--- config.mk ---
export PLATFORM = sky130hd
export DESIGN_NAME = mtwc_position
export DESIGN_NICKNAME = d
export VERILOG_FILES = /design/src/verilog/mtwc_pkg.sv /design/src/verilog/mtwc_position.sv /design/src/verilog/mtwc_turn_counter.sv
export SDC_FILE = /design/constraint.sdc
export NUM_CORES = 1
export LEC_CHECK = 0
export BUFFER_PORTS_ARGS = -buffer_cell sky130_fd_sc_hd__buf_4
export CORE_ASPECT_RATIO = 0.8
export CORE_MARGIN = 8
export CORE_UTILIZATION = 40
export DETAILED_ROUTE_END_ITERATION = 12
export HOLD_SLACK_MARGIN = 0.02
export PLACE_DENSITY_LB_ADDON = 0.15
export REMOVE_ABC_BUFFERS = 1
export SLEW_MARGIN = 30
export SYNTH_ARGS = -nofsm -noshare
export SYNTH_HDL_FRONTEND = slang
export SYNTH_SLANG_ARGS = --single-unit
--- constraint.sdc ---
create_clock -name i_ref_clk -period 11.75 [get_ports i_ref_clk]
set_input_delay 0 -clock i_ref_clk [delete_from_list [all_inputs] [get_ports i_ref_clk]]
set_output_delay 0 -clock i_ref_clk [all_outputs]
set_load 0.005 [all_outputs]
--- src/verilog/mtwc_pkg.sv ---
// Constants and types for the multi-turn wrap position counter
// ==========================================================================
// How it works
// - Usage setting 0..4 selects counter mode
// - Wrap count to zero above upper limit
// - Below zero loads count with upper limit
// - Modes 0 and 2 use limit 65535
// - Modes 1 and 3 ignore programmed limit
// - Limit 0 behaves as limit 1
// - Full-closed control forces incremental mode
// - Homing makes index position equal offset
// - Presets add home offset to position
// - Wrapping at the programmed limit works in mode 4 only, so not under full-closed control
// - Actual position wraps with turn count in mode 4 only
// ==========================================================================
package mtwc_pkg;
   localparam int             ST_BITS         = 23;
   localparam int             MT_BITS         = 16;
   localparam int             POS_BITS        = 32;
   localparam int             RAW_BITS        = ST_BITS + MT_BITS;
   localparam int             SUM_BITS        = RAW_BITS + 1;
   localparam logic [15:0]    HOME_OFFSET_ADR = 16'h607c;
   localparam logic [31:0]    HOME_OFFSET_RST = 32'h0000_0000;
   localparam logic [15:0]    MT_FIXED_LIMIT  = 16'hffff;
   localparam logic [15:0]    MT_LIMIT_MAX    = 16'hfffe;
   localparam logic [15:0]    MT_LIMIT_MIN    = 16'h0001;
   localparam logic [1:0]     ST_TOP_QUARTER  = 2'h3;
   localparam logic [1:0]     ST_LOW_QUARTER  = 2'h0;

   typedef enum logic [2:0]
   {
      MTWC_ABS        = 3'h0,
      MTWC_INC        = 3'h1,
      MTWC_ABS_NOOVF  = 3'h2,
      MTWC_SINGLE     = 3'h3,
      MTWC_CONTINUOUS = 3'h4
   } mtwc_mode_type;
endpackage : mtwc_pkg

--- src/verilog/mtwc_position.sv ---
// Top of the multi-turn wrap position counter with home offset presets
`timescale 1ns/1ps
`default_nettype none
module mtwc_position
   import mtwc_pkg::*;
(
   // Clock and reset
   input  wire logic                i_ref_clk,
   input  wire logic                i_rst_n,
   // Configuration
   input  wire logic [2:0]          i_encoder_usage_select,
   input  wire logic [15:0]         i_multiturn_upper_limit,
   input  wire logic                i_full_closed,
   // Encoder single-turn data
   input  wire logic                i_st_valid,
   input  wire logic [ST_BITS-1:0]  i_st_pos,
   // Preset events
   input  wire logic                i_homing_run_done,
   input  wire logic                i_init_to_preop,
   input  wire logic                i_multiturn_clear,
   input  wire logic                i_tool_done,
   // Register port
   input  wire logic                i_reg_wr,
   input  wire logic [15:0]         i_reg_addr,
   input  wire logic [31:0]         i_reg_wdata,
   output var  logic [31:0]         o_reg_rdata,
   // Position
   output var  logic [ST_BITS-1:0]  o_single_turn,
   output logic      [MT_BITS-1:0]  o_multiturn,
   output var  logic [POS_BITS-1:0] o_actual_pos
);
   mtwc_mode_type           mode;
   logic [15:0]             limit;
   logic                    step_up;
   logic                    step_dn;
   logic                    preset_hit;
   logic [RAW_BITS-1:0]     raw;
   logic signed [SUM_BITS-1:0] span;
   logic signed [SUM_BITS-1:0] sum;

   logic [31:0]             home_position_offset;
   logic [31:0]             next_home_position_offset;
   logic [31:0]             bias;
   logic [31:0]             next_bias;
   logic                    power_on;
   logic [ST_BITS-1:0]      next_single_turn;
   logic [POS_BITS-1:0]     next_actual_pos;
   logic [31:0]             next_reg_rdata;
   logic                    have_sample;
   logic                    next_have_sample;

   // ==========================================================================
   // Mode and limit decode
   always_comb
   begin
      if (i_full_closed)
         mode = MTWC_INC;
      else
         mode = mtwc_mode_type'(i_encoder_usage_select);
      if (mode == MTWC_CONTINUOUS)
      begin
         if (i_multiturn_upper_limit == 16'h0000)
            limit = MT_LIMIT_MIN;
         else if (i_multiturn_upper_limit > MT_LIMIT_MAX)
            limit = MT_LIMIT_MAX;
         else
            limit = i_multiturn_upper_limit;
      end
      else
         limit = MT_FIXED_LIMIT;
   end

   // ==========================================================================
   // Rollover detection on quarter crossings
   // Encoder must move less than a quarter turn per sample.
   // First sample after reset only seeds the previous value; the reset
   // value of the single-turn register would otherwise fake a rollover.
   always_comb
   begin
      next_have_sample = have_sample || i_st_valid;
      step_up = have_sample && i_st_valid
                && (o_single_turn[ST_BITS-1 -: 2] == ST_TOP_QUARTER)
                && (i_st_pos[ST_BITS-1 -: 2] == ST_LOW_QUARTER);
      step_dn = have_sample && i_st_valid
                && (o_single_turn[ST_BITS-1 -: 2] == ST_LOW_QUARTER)
                && (i_st_pos[ST_BITS-1 -: 2] == ST_TOP_QUARTER);
   end

   // Single-turn mode keeps no turn count; same counter serves all loops
   mtwc_turn_counter #(
      .WIDTH   (MT_BITS)
   ) u_turns (
      .i_ref_clk (i_ref_clk),
      .i_rst_n   (i_rst_n),
      .i_step_up (step_up),
      .i_step_dn (step_dn),
      .i_clear   (i_multiturn_clear || (mode == MTWC_SINGLE)),
      .i_limit   (limit),
      .o_count   (o_multiturn)
   );

   // ==========================================================================
   // Actual position with wrap
   // One fold suffices while offset and count stay inside one span.
   always_comb
   begin
      raw  = {o_multiturn, o_single_turn};
      span = SUM_BITS'({24'h00_0000, limit} + 40'h1) <<< ST_BITS;
      sum  = $signed({1'b0, raw}) + SUM_BITS'($signed(bias));
      if (mode == MTWC_CONTINUOUS)
      begin
         if (sum < 0)
            sum = sum + span;
         else if (sum >= span)
            sum = sum - span;
      end
      next_actual_pos  = sum[POS_BITS-1:0];
      next_single_turn = i_st_valid ? i_st_pos : o_single_turn;
   end

   // ==========================================================================
   // Home offset register and presets
   always_comb
   begin
      preset_hit = power_on || i_init_to_preop || i_multiturn_clear || i_tool_done;
      next_home_position_offset = home_position_offset;
      if (i_reg_wr && (i_reg_addr == HOME_OFFSET_ADR))
         next_home_position_offset = i_reg_wdata;
      next_bias = bias;
      if (i_homing_run_done)
         next_bias = home_position_offset - raw[31:0];
      else if (preset_hit)
         next_bias = home_position_offset;
   end

   // ==========================================================================
   // Register read-back
   // Address-only read: data follows the address one cycle later, no strobe.
   always_comb
   begin
      if (i_reg_addr == HOME_OFFSET_ADR)
         next_reg_rdata = home_position_offset;
      else
         next_reg_rdata = 32'h0000_0000;
   end

   // Power-on preset runs on the first edge after reset release
   always_ff @(posedge i_ref_clk or negedge i_rst_n)
   begin
      if (!i_rst_n)
      begin
         home_position_offset <= HOME_OFFSET_RST;
         bias                 <= 32'h0000_0000;
         power_on             <= 1'b1;
         have_sample          <= 1'b0;
         o_single_turn        <= '0;
         o_actual_pos         <= '0;
         o_reg_rdata          <= 32'h0000_0000;
      end
      else
      begin
         home_position_offset <= next_home_position_offset;
         bias                 <= next_bias;
         power_on             <= 1'b0;
         have_sample          <= next_have_sample;
         o_single_turn        <= next_single_turn;
         o_actual_pos         <= next_actual_pos;
         o_reg_rdata          <= next_reg_rdata;
      end
   end
endmodule : mtwc_position
`default_nettype wire

--- src/verilog/mtwc_turn_counter.sv ---
// Multi-turn count with programmable wrap in both directions
`timescale 1ns/1ps
`default_nettype none
module mtwc_turn_counter
   import mtwc_pkg::*;
#(
   parameter int WIDTH = 16
)
(
   // Clock and reset
   input  wire logic             i_ref_clk,
   input  wire logic             i_rst_n,
   // Control
   input  wire logic             i_step_up,
   input  wire logic             i_step_dn,
   input  wire logic             i_clear,
   input  wire logic [WIDTH-1:0] i_limit,
   // Count
   output var  logic [WIDTH-1:0] o_count
);
   logic [WIDTH-1:0] next_count;

   // ==========================================================================
   // Count update
   always_comb
   begin
      next_count = o_count;
      if (i_clear)
      begin
         next_count = '0;
      end
      else if (i_step_up)
      begin
         if (o_count >= i_limit)
            next_count = '0;
         else
            next_count = o_count + 1'b1;
      end
      else if (i_step_dn)
      begin
         if (o_count == '0)
            next_count = i_limit;
         else
            next_count = o_count - 1'b1;
      end
   end

   always_ff @(posedge i_ref_clk or negedge i_rst_n)
   begin
      if (!i_rst_n)
         o_count <= '0;
      else
         o_count <= next_count;
   end
endmodule : mtwc_turn_counter
`default_nettype wire

==> results of run 1 <==
[flip-flops by register name, summed over array words and instances (netlist names)]
| signal | flops |
|---|---|
| o_reg_rdata | 32 |
| u_turns.o_count | 16 |
| o_actual_pos | 32 |
| bias | 32 |
| o_single_turn | 23 |
| have_sample | 1 |
| home_position_offset | 32 |
| power_on | 1 |
[cell usage after synthesis, drive strengths merged (18+ instances only)]
cell type,n,share of area (%)
nand4,19,0.96
nand2b,22,1.1
a21o,41,2.5
nand3,32,1.3
nor4,19,0.96
and2,39,2.0
xor2,34,2.4
xnor2,47,3.3
and3,18,0.91
ha,115,12
dfrtp,168,34
inv,68,2.1
nor2,117,3.6
nor3,29,1.2
mux2,34,3.1
nand2,115,3.5
o21ai,138,5.7
a21oi,91,3.8
clkbuf,43,1.3
[logic make-up after synthesis]
| kind of cell | after synthesis | share of synthesized area (%) |
|---|---|---|
| fa+ha+maj | 119 | 12.3 |
| other cells | 1 | 0.0304 |
| xor+xnor | 81 | 5.76 |
| compound gates | 396 | 20.5 |
| flops | 169 | 34.3 |
| mux | 50 | 4.41 |
| buf+inv | 123 | 3.84 |
| simple gates | 463 | 18.9 |
[layout make-up]
cell class | instances | area (sq um)
clock buffers | 20 | 457
clock inverters | 11 | 194
fillers | 2919 | 14800
inverters | 68 | 255
multi-input cells | 1110 | 7650
flip-flops and latches | 169 | 4230
well taps | 413 | 517
repair buffers | 279 | 2280
[worst max path at each step]
stage	startpoint	endpoint	cells after the start	slack (ns)
finish	o_single_turn[0]	o_actual_pos[25]	23	5.87
global route	o_single_turn[0]	o_actual_pos[25]	26	5.29
CTS	o_single_turn[0]	o_actual_pos[25]	25	5.84
detailed placement	o_single_turn[0]	o_actual_pos[25]	25	5.89
global placement	o_single_turn[0]	o_actual_pos[25]	25	6.03
floorplan	o_single_turn[0]	o_actual_pos[25]	25	6.73
[per-layer routing]
layer,part of all wire (%),vias to the layer above
met5,0,-
met4,1.0,0
met3,5.8,27
met2,43,296
met1,50,5341
li1,-,5537
[worst max-delay path: cells and delay by family (launching register included)]
kind            cells  cell delay (ns)
flops               1             0.40
xor+xnor            1             0.37
buf+inv             1             0.07
compound gates     10             2.02
simple gates        8             1.88
fa+ha+maj           3             1.05
[power by group through the flow]
stage | logic (mW) | clock network (mW) | registers [mW]
floorplan | 0.360 | 0 | 0.678
CTS | 0.613 | 0.644 | 0.680
finish | 0.615 | 0.628 | 0.681
global route | 0.679 | 0.663 | 0.686
detailed placement | 0.592 | 0 | 0.691
global placement | 0.585 | 0 | 0.692
[through the flow]
step	util, %	worst slack [ns]	hold WS, ns
finish	51.3	5.87	0.0369
CTS	51.3	5.84	0.0206
global route	51.3	5.29	0.0579
global placement	46.8	6.03	0.179
detailed placement	46.9	5.89	0.165
floorplan	-	6.73	-0.296
==> metrics.md, run 1 <==
| Metric | Value |
|---|---|
| Hold Crit Class | in -> reg |
| GR Util met3 | approximately 4.1% |
| VDD IR-drop max | 0.127 mV |
| Top FF cell, synth | dfrtp_1 |
| Final cycle utilization of the critical path | between 50% and 60% |
| Worst-margin pin slew | 0.893 ns |
| Cts hold-fix bufs | 68 |
| Logic pwr share | 32.0% |
| Routability cong. | 0.896 |
| Die Wd | 212 um |
| Clk slew on worst S/H paths | ~0.06 ns |
| HP Start | i_st_valid |
| Total power | 1.92 mW |
| Reg2reg end | o_actual_pos[25] |
| Req. time, crit path | 12.09 ns |
| Placed instance area | ~14000 sq um |
| CTS root buf | clkbuf_16 |
| Post-DR vias/cell | roughly 5.4 |
| Post-synthesis register bit count | 169 |
| Cell leakage power | 7.67 nW |
| RSZ-0062 raised after global routing | no |
| Post-route DRC | 0 |
| Layout area overhead | 26.5% |
| EDFF count, synth | 0 |
| Syn Area/Cell | 8.79 sq um |
| Most common cell after layout, fill and taps aside | buf_4 |
| R2R setup slack | 5.87 ns |
| Starting Density | between 40% and 50% |
| Status | complete, no violations |
| CP endpoint kind | flop |
| # setup viols final | 0 |
| Post-CTS Setup Inserts | 0 |
| Post_cts resized | 0 |
| Post-DP HPWL | a little under 30000 um |
| Buffer levels on the longest clock path | 2 |
| TritonCTS clock tree | done |
| Clock share of power | 32.6% |
| Cells after synthesis | 1402 |
| Max-slew violations | 0 |
| Nets@finish | around 1900 |
| Post-Route Skew | 0.0119 ns |
| PortBufs | ~200 |
| Slew HR | roughly two fifths |
| Syn Std Cell Area | 12300 sq um |
| Ant diodes | 0 |
| Htree depth | 4 |
| Ys async rst share | 100% |
| First-pass GRT wire length | between 60000 and 70000 um |
| Io pins | 202 |
| Global route overflow | 0 |
| Vias in the first global route | 10900 |
| Fmax | about 170 MHz |
| NetSw | between 0.6 and 0.7 mW |
| Most frequent cells in the layout | buf_4, dfrtp_1, o21ai_0 |
| Final ANT Viol Nets | 0 |
| CTS sink cnt | 169 |
| Share of cells above drive strength 1 | a little under a fifth |
| Worst reg-to-reg path cell count | 23 |
| P per Cell Area | 123 nW/um^2 |
| Final wirelength | 38100 um |
| Sequential area share after synthesis | 34.3% |
| Wire per inst | 18.4 um |
| Seq pwr share | between 30% and 40% |
| Arrival time worst endpoint | between 6 and 7 ns |
| Cell-internal power | 1.30 mW |
| Min Tclk post-route | between 5 and 6 ns |
| Gr busiest metal | met1 |
| Total GRT Usage | between 20% and 30% |
| Reg2reg start | o_single_turn[0] |
| Placed Cells | 1971 |
| Initial DRC Count | ~740 |
| Crit path max fanout | 8 |
| Fin. Hold Viols | 0 |
| Chip height | between 150 and 200 um |
| # Max-Cap Violations | 0 |
| Worst path max stage delay | 0.42 ns |
| Met2 usage | 30.6% |
| Hold Path End | o_single_turn[14] |
| Crit Path Class | reg -> reg |
| Final Non-Filler Cells | 2070 |
| Setup TNS | 0 ns |
| Floorplan row count | 57 |
| Worst skew pair latency | 0.46 ns |
| Largest net degree at the start of global routing | 96 |
| Initial antenna violation count | 0 |
| GR Util met1 | 30.6% |
| Library cells used by synthesis | 80 |
| Design Area, Final | 15600 sq um |
| Vias | 11200 |
| Hold depth | 3 |
| Slowest library cell on the worst path | ha_1 |
| Core Region | 30400 sq um |
| Net Sw Frac | 32.5% |
| Crit path launch type | flop |
| Crit path cell chain | ha_1 > inv_1 > fa_1 > nor2b_1 > o31a_1 > o2111ai_1 > a31oi_2 > nand2_1 > o21a_1 > o21bai_1 > a21oi_1 > xnor2_1 > ha_1 > nor4b_1 > nand4_1 > nor4_1 > o211ai_1 > nor4_1 > nand4b_1 > o31ai_4 > nor3b_4 > a221oi_1 > o21a_1 |
| Drt first pass iters | 5 |
| Synth warnings | 0 |
| Die area | 36700 sq um |
| Num CTS Buffers | 17 |
Power figures use the tool's default switching activity.
==> run 2: changes to the inputs <==
==> constraint.sdc (replaced) <==
create_clock -name i_ref_clk -period 5.73 [get_ports i_ref_clk]
set_input_delay 0 -clock i_ref_clk [delete_from_list [all_inputs] [get_ports i_ref_clk]]
set_output_delay 0 -clock i_ref_clk [all_outputs]
set_load 0.005 [all_outputs]
==> run 2 against run 1 <==
Effect of this change: sequential power rose by 100%; non-clock buffer count rose by 9; clock skew rose by 0.0061 ns; clock-buffer cell count rose by 4; highest routed layer unchanged; sequential share of layout area fell by 0.20 points; hold slack improved by 0.011 ns; largest cell class unchanged.
==> metrics.md, run 2 (synthesized netlist as in run 1, its figures left out) <==
| Metric | Value |
|---|---|
| Status | complete, no violations |
| Worst-margin pin slew | 0.867 ns (-0.0261 ns) |
| Clk slew on worst S/H paths | 0.07 ns (about the same) |
| Final Non-Filler Cells | 2079 (+0.43%) |
| Placed instance area | 14400 sq um (+0.76%) |
| Design Area, Final | 15700 sq um (+0.73%) |
| TritonCTS clock tree | done |
| # Max-Cap Violations | 0 (unchanged) |
| Post-Route Skew | 0.0180 ns (+0.00611 ns) |
| Final ANT Viol Nets | 0 (unchanged) |
| CTS root buf | clkbuf_16 |
| Floorplan row count | 57 (unchanged) |
| Req. time, crit path | 6.04 ns (-6.05 ns) |
| Chip height | 173 um (unchanged) |
| Nets@finish | 1872 (+0.48%) |
| Final cycle utilization of the critical path | 94.2% (+44 points) |
| Fin Hold WS | 0.0478 ns (+0.0109 ns) |
| Core Region | 30400 sq um (unchanged) |
| Most frequent cells in the layout | buf_4, dfrtp_1, o21ai_0 |
| Fin. Hold Viols | 0 (unchanged) |
| Arrival time worst endpoint | 5.71 ns (-0.51 ns) |
| Ant diodes | 0 (unchanged) |
| Placed Cells | 1987 (+0.81%) |
| Setup TNS | 0 ns (unchanged) |
| VDD IR-drop max | 0.197 mV (+55%) |
| Crit path max fanout | 7 (-1) |
| Initial DRC Count | 868 (+18%) |
| CTS sink cnt | 169 (unchanged) |
| Num CTS Buffers | 17 (unchanged) |
| Initial antenna violation count | 0 (unchanged) |
| Buffer levels on the longest clock path | 2 (unchanged) |
| PortBufs | 201 (unchanged) |
| Crit path launch type | flop |
| Die Wd | 212 um (unchanged) |
| P per Cell Area | 249 nW/um^2 (+100%) |
| Cell leakage power | 7.72 nW (+0.61%) |
| Post-DR vias/cell | 5.49 (+1.5%) |
| Min Tclk post-route | 5.40 ns (-0.489 ns) |
| Largest net degree at the start of global routing | 74 (-23%) |
| Util after Layout | 51.7% (+0.37 points) |
| RSZ-0062 raised after global routing | no |
| Crit Path Class | reg -> reg |
| Htree depth | 4 (unchanged) |
| Post-DP HPWL | 30500 um (+3.6%) |
| Most common cell after layout, fill and taps aside | buf_4 |
| Io pins | 202 (unchanged) |
| Vias | 11400 (+1.9%) |
| Fmax | 185 MHz (+9.1%) |
| # setup viols final | 0 (unchanged) |
| First-pass GRT wire length | 62500 um (+2.8%) |
| Final worst-path setup slack | 0.335 ns (-5.53 ns) |
| Hold Crit Class | in -> reg |
| Slew HR | 42.0% (+2.0 points) |
| Drt first pass iters | 6 (+1) |
| CP endpoint kind | flop |
| Wire per inst | 19.1 um (+3.8%) |
| Total GRT Usage | 21.2% (+0.53 points) |
| Vias in the first global route | 11200 (+2.6%) |
| Starting Density | 40.6% (unchanged) |
| Post-route DRC | 0 (unchanged) |
| Max-slew violations | 0 (unchanged) |
| Share of cells above drive strength 1 | 20.2% (+2.2 points) |
| Final wirelength | 39800 um (+4.3%) |
| Die area | 36700 sq um (unchanged) |
| Layout area overhead | 27.4% |
| Total power | 3.91 mW (+100%) |
| Worst skew pair latency | 0.44 ns (-0.02 ns) |
| Routability cong. | 0.887 (-0.99%) |
| Global route overflow | 0 (unchanged) |
| Setup WS pre-CTS | 0.0657 ns (-5.82 ns) |
[run 2: cell types whose count changed in the layout (fill, tap and decap cells not counted), moves of 3 or more]
cell / before / now
buf_4: 209 / 229
dlygate4sd3_1: 68 / 58
ha_1: 115 / 108
ha_2: 0 / 6
clkbuf_1: 1 / 4
nor4_1: 19 / 16
nor4_2: 0 / 3
[run 2: per-layer routing]
layer	vias to the layer above	part of all wire (%)	GRT usage, %
met5	-	0	0
met4	0	1.2	4.11
li1	5561	-	-
met2	328	44	31.6
met3	30	5.7	4.32
met1	5500	49	31.2
[run 2: report_power, final]
| group | leakage, nW | switching, mW | total, mW | internal, mW |
|---|---|---|---|---|
| Combinational | 5.24 | 0.742 | 1.32 | 0.582 |
| Clock | 0.290 | 0.484 | 1.20 | 0.719 |
| Sequential | 2.19 | 0.0819 | 1.38 | 1.30 |
[run 2: final cells by class]
type / instances / area (sq um)
multi-input combinational: 1110 / 7790
clock inverter: 7 / 116
timing repair buffer: 288 / 2310
inverter: 68 / 255
fill: 2849 / 14700
clock buffer: 24 / 482
sequential: 169 / 4230
tap: 413 / 517
[run 2: timing repair]
item,4_1_cts,5_1_grt
hold endpoints to repair,131,0
resized for setup,0,25
hold buffers,58,0
buffers inserted,0,3
endpoints found under the setup margin,0,9
[run 2: worst max-delay path, cell delays in order, from the launching register on]
cell and delay [ns]:
dfrtp_1 0.43, ha_1 0.33, a211oi_1 0.46, o21ai_1 0.22
a21oi_4 0.18, nor4_2 0.08, o31a_1 0.26, o21a_1 0.19
o21a_1 0.17, nor2_1 0.11, xnor2_1 0.23, ha_1 0.38
nor4_1 0.40, nand4_1 0.21, nor4_2 0.18, o211ai_1 0.15
nor4_2 0.17, nand4b_1 0.19, o31ai_4 0.32, nor3b_4 0.27
a221oi_1 0.12, o21a_1 0.23
[run 2: path summary, 6_finish.rpt]
path / depth (start not counted) / slack [ns] / to / startpoint
worst max-delay path: 21 / 0.33 / o_actual_pos[25] / o_single_turn[1]
worst min-delay path: 3 / 0.05 / o_single_turn[14] / i_st_valid
worst max register to register: 21 / 0.33 / o_actual_pos[25] / o_single_turn[1]
worst min register to register: 1 / 0.47 / have_sample / have_sample
max in group asynchronous: 3 / 4.32 / u_turns.o_count[4] / i_rst_n
min in group asynchronous: 2 / 0.15 / o_reg_rdata[7] / i_rst_n
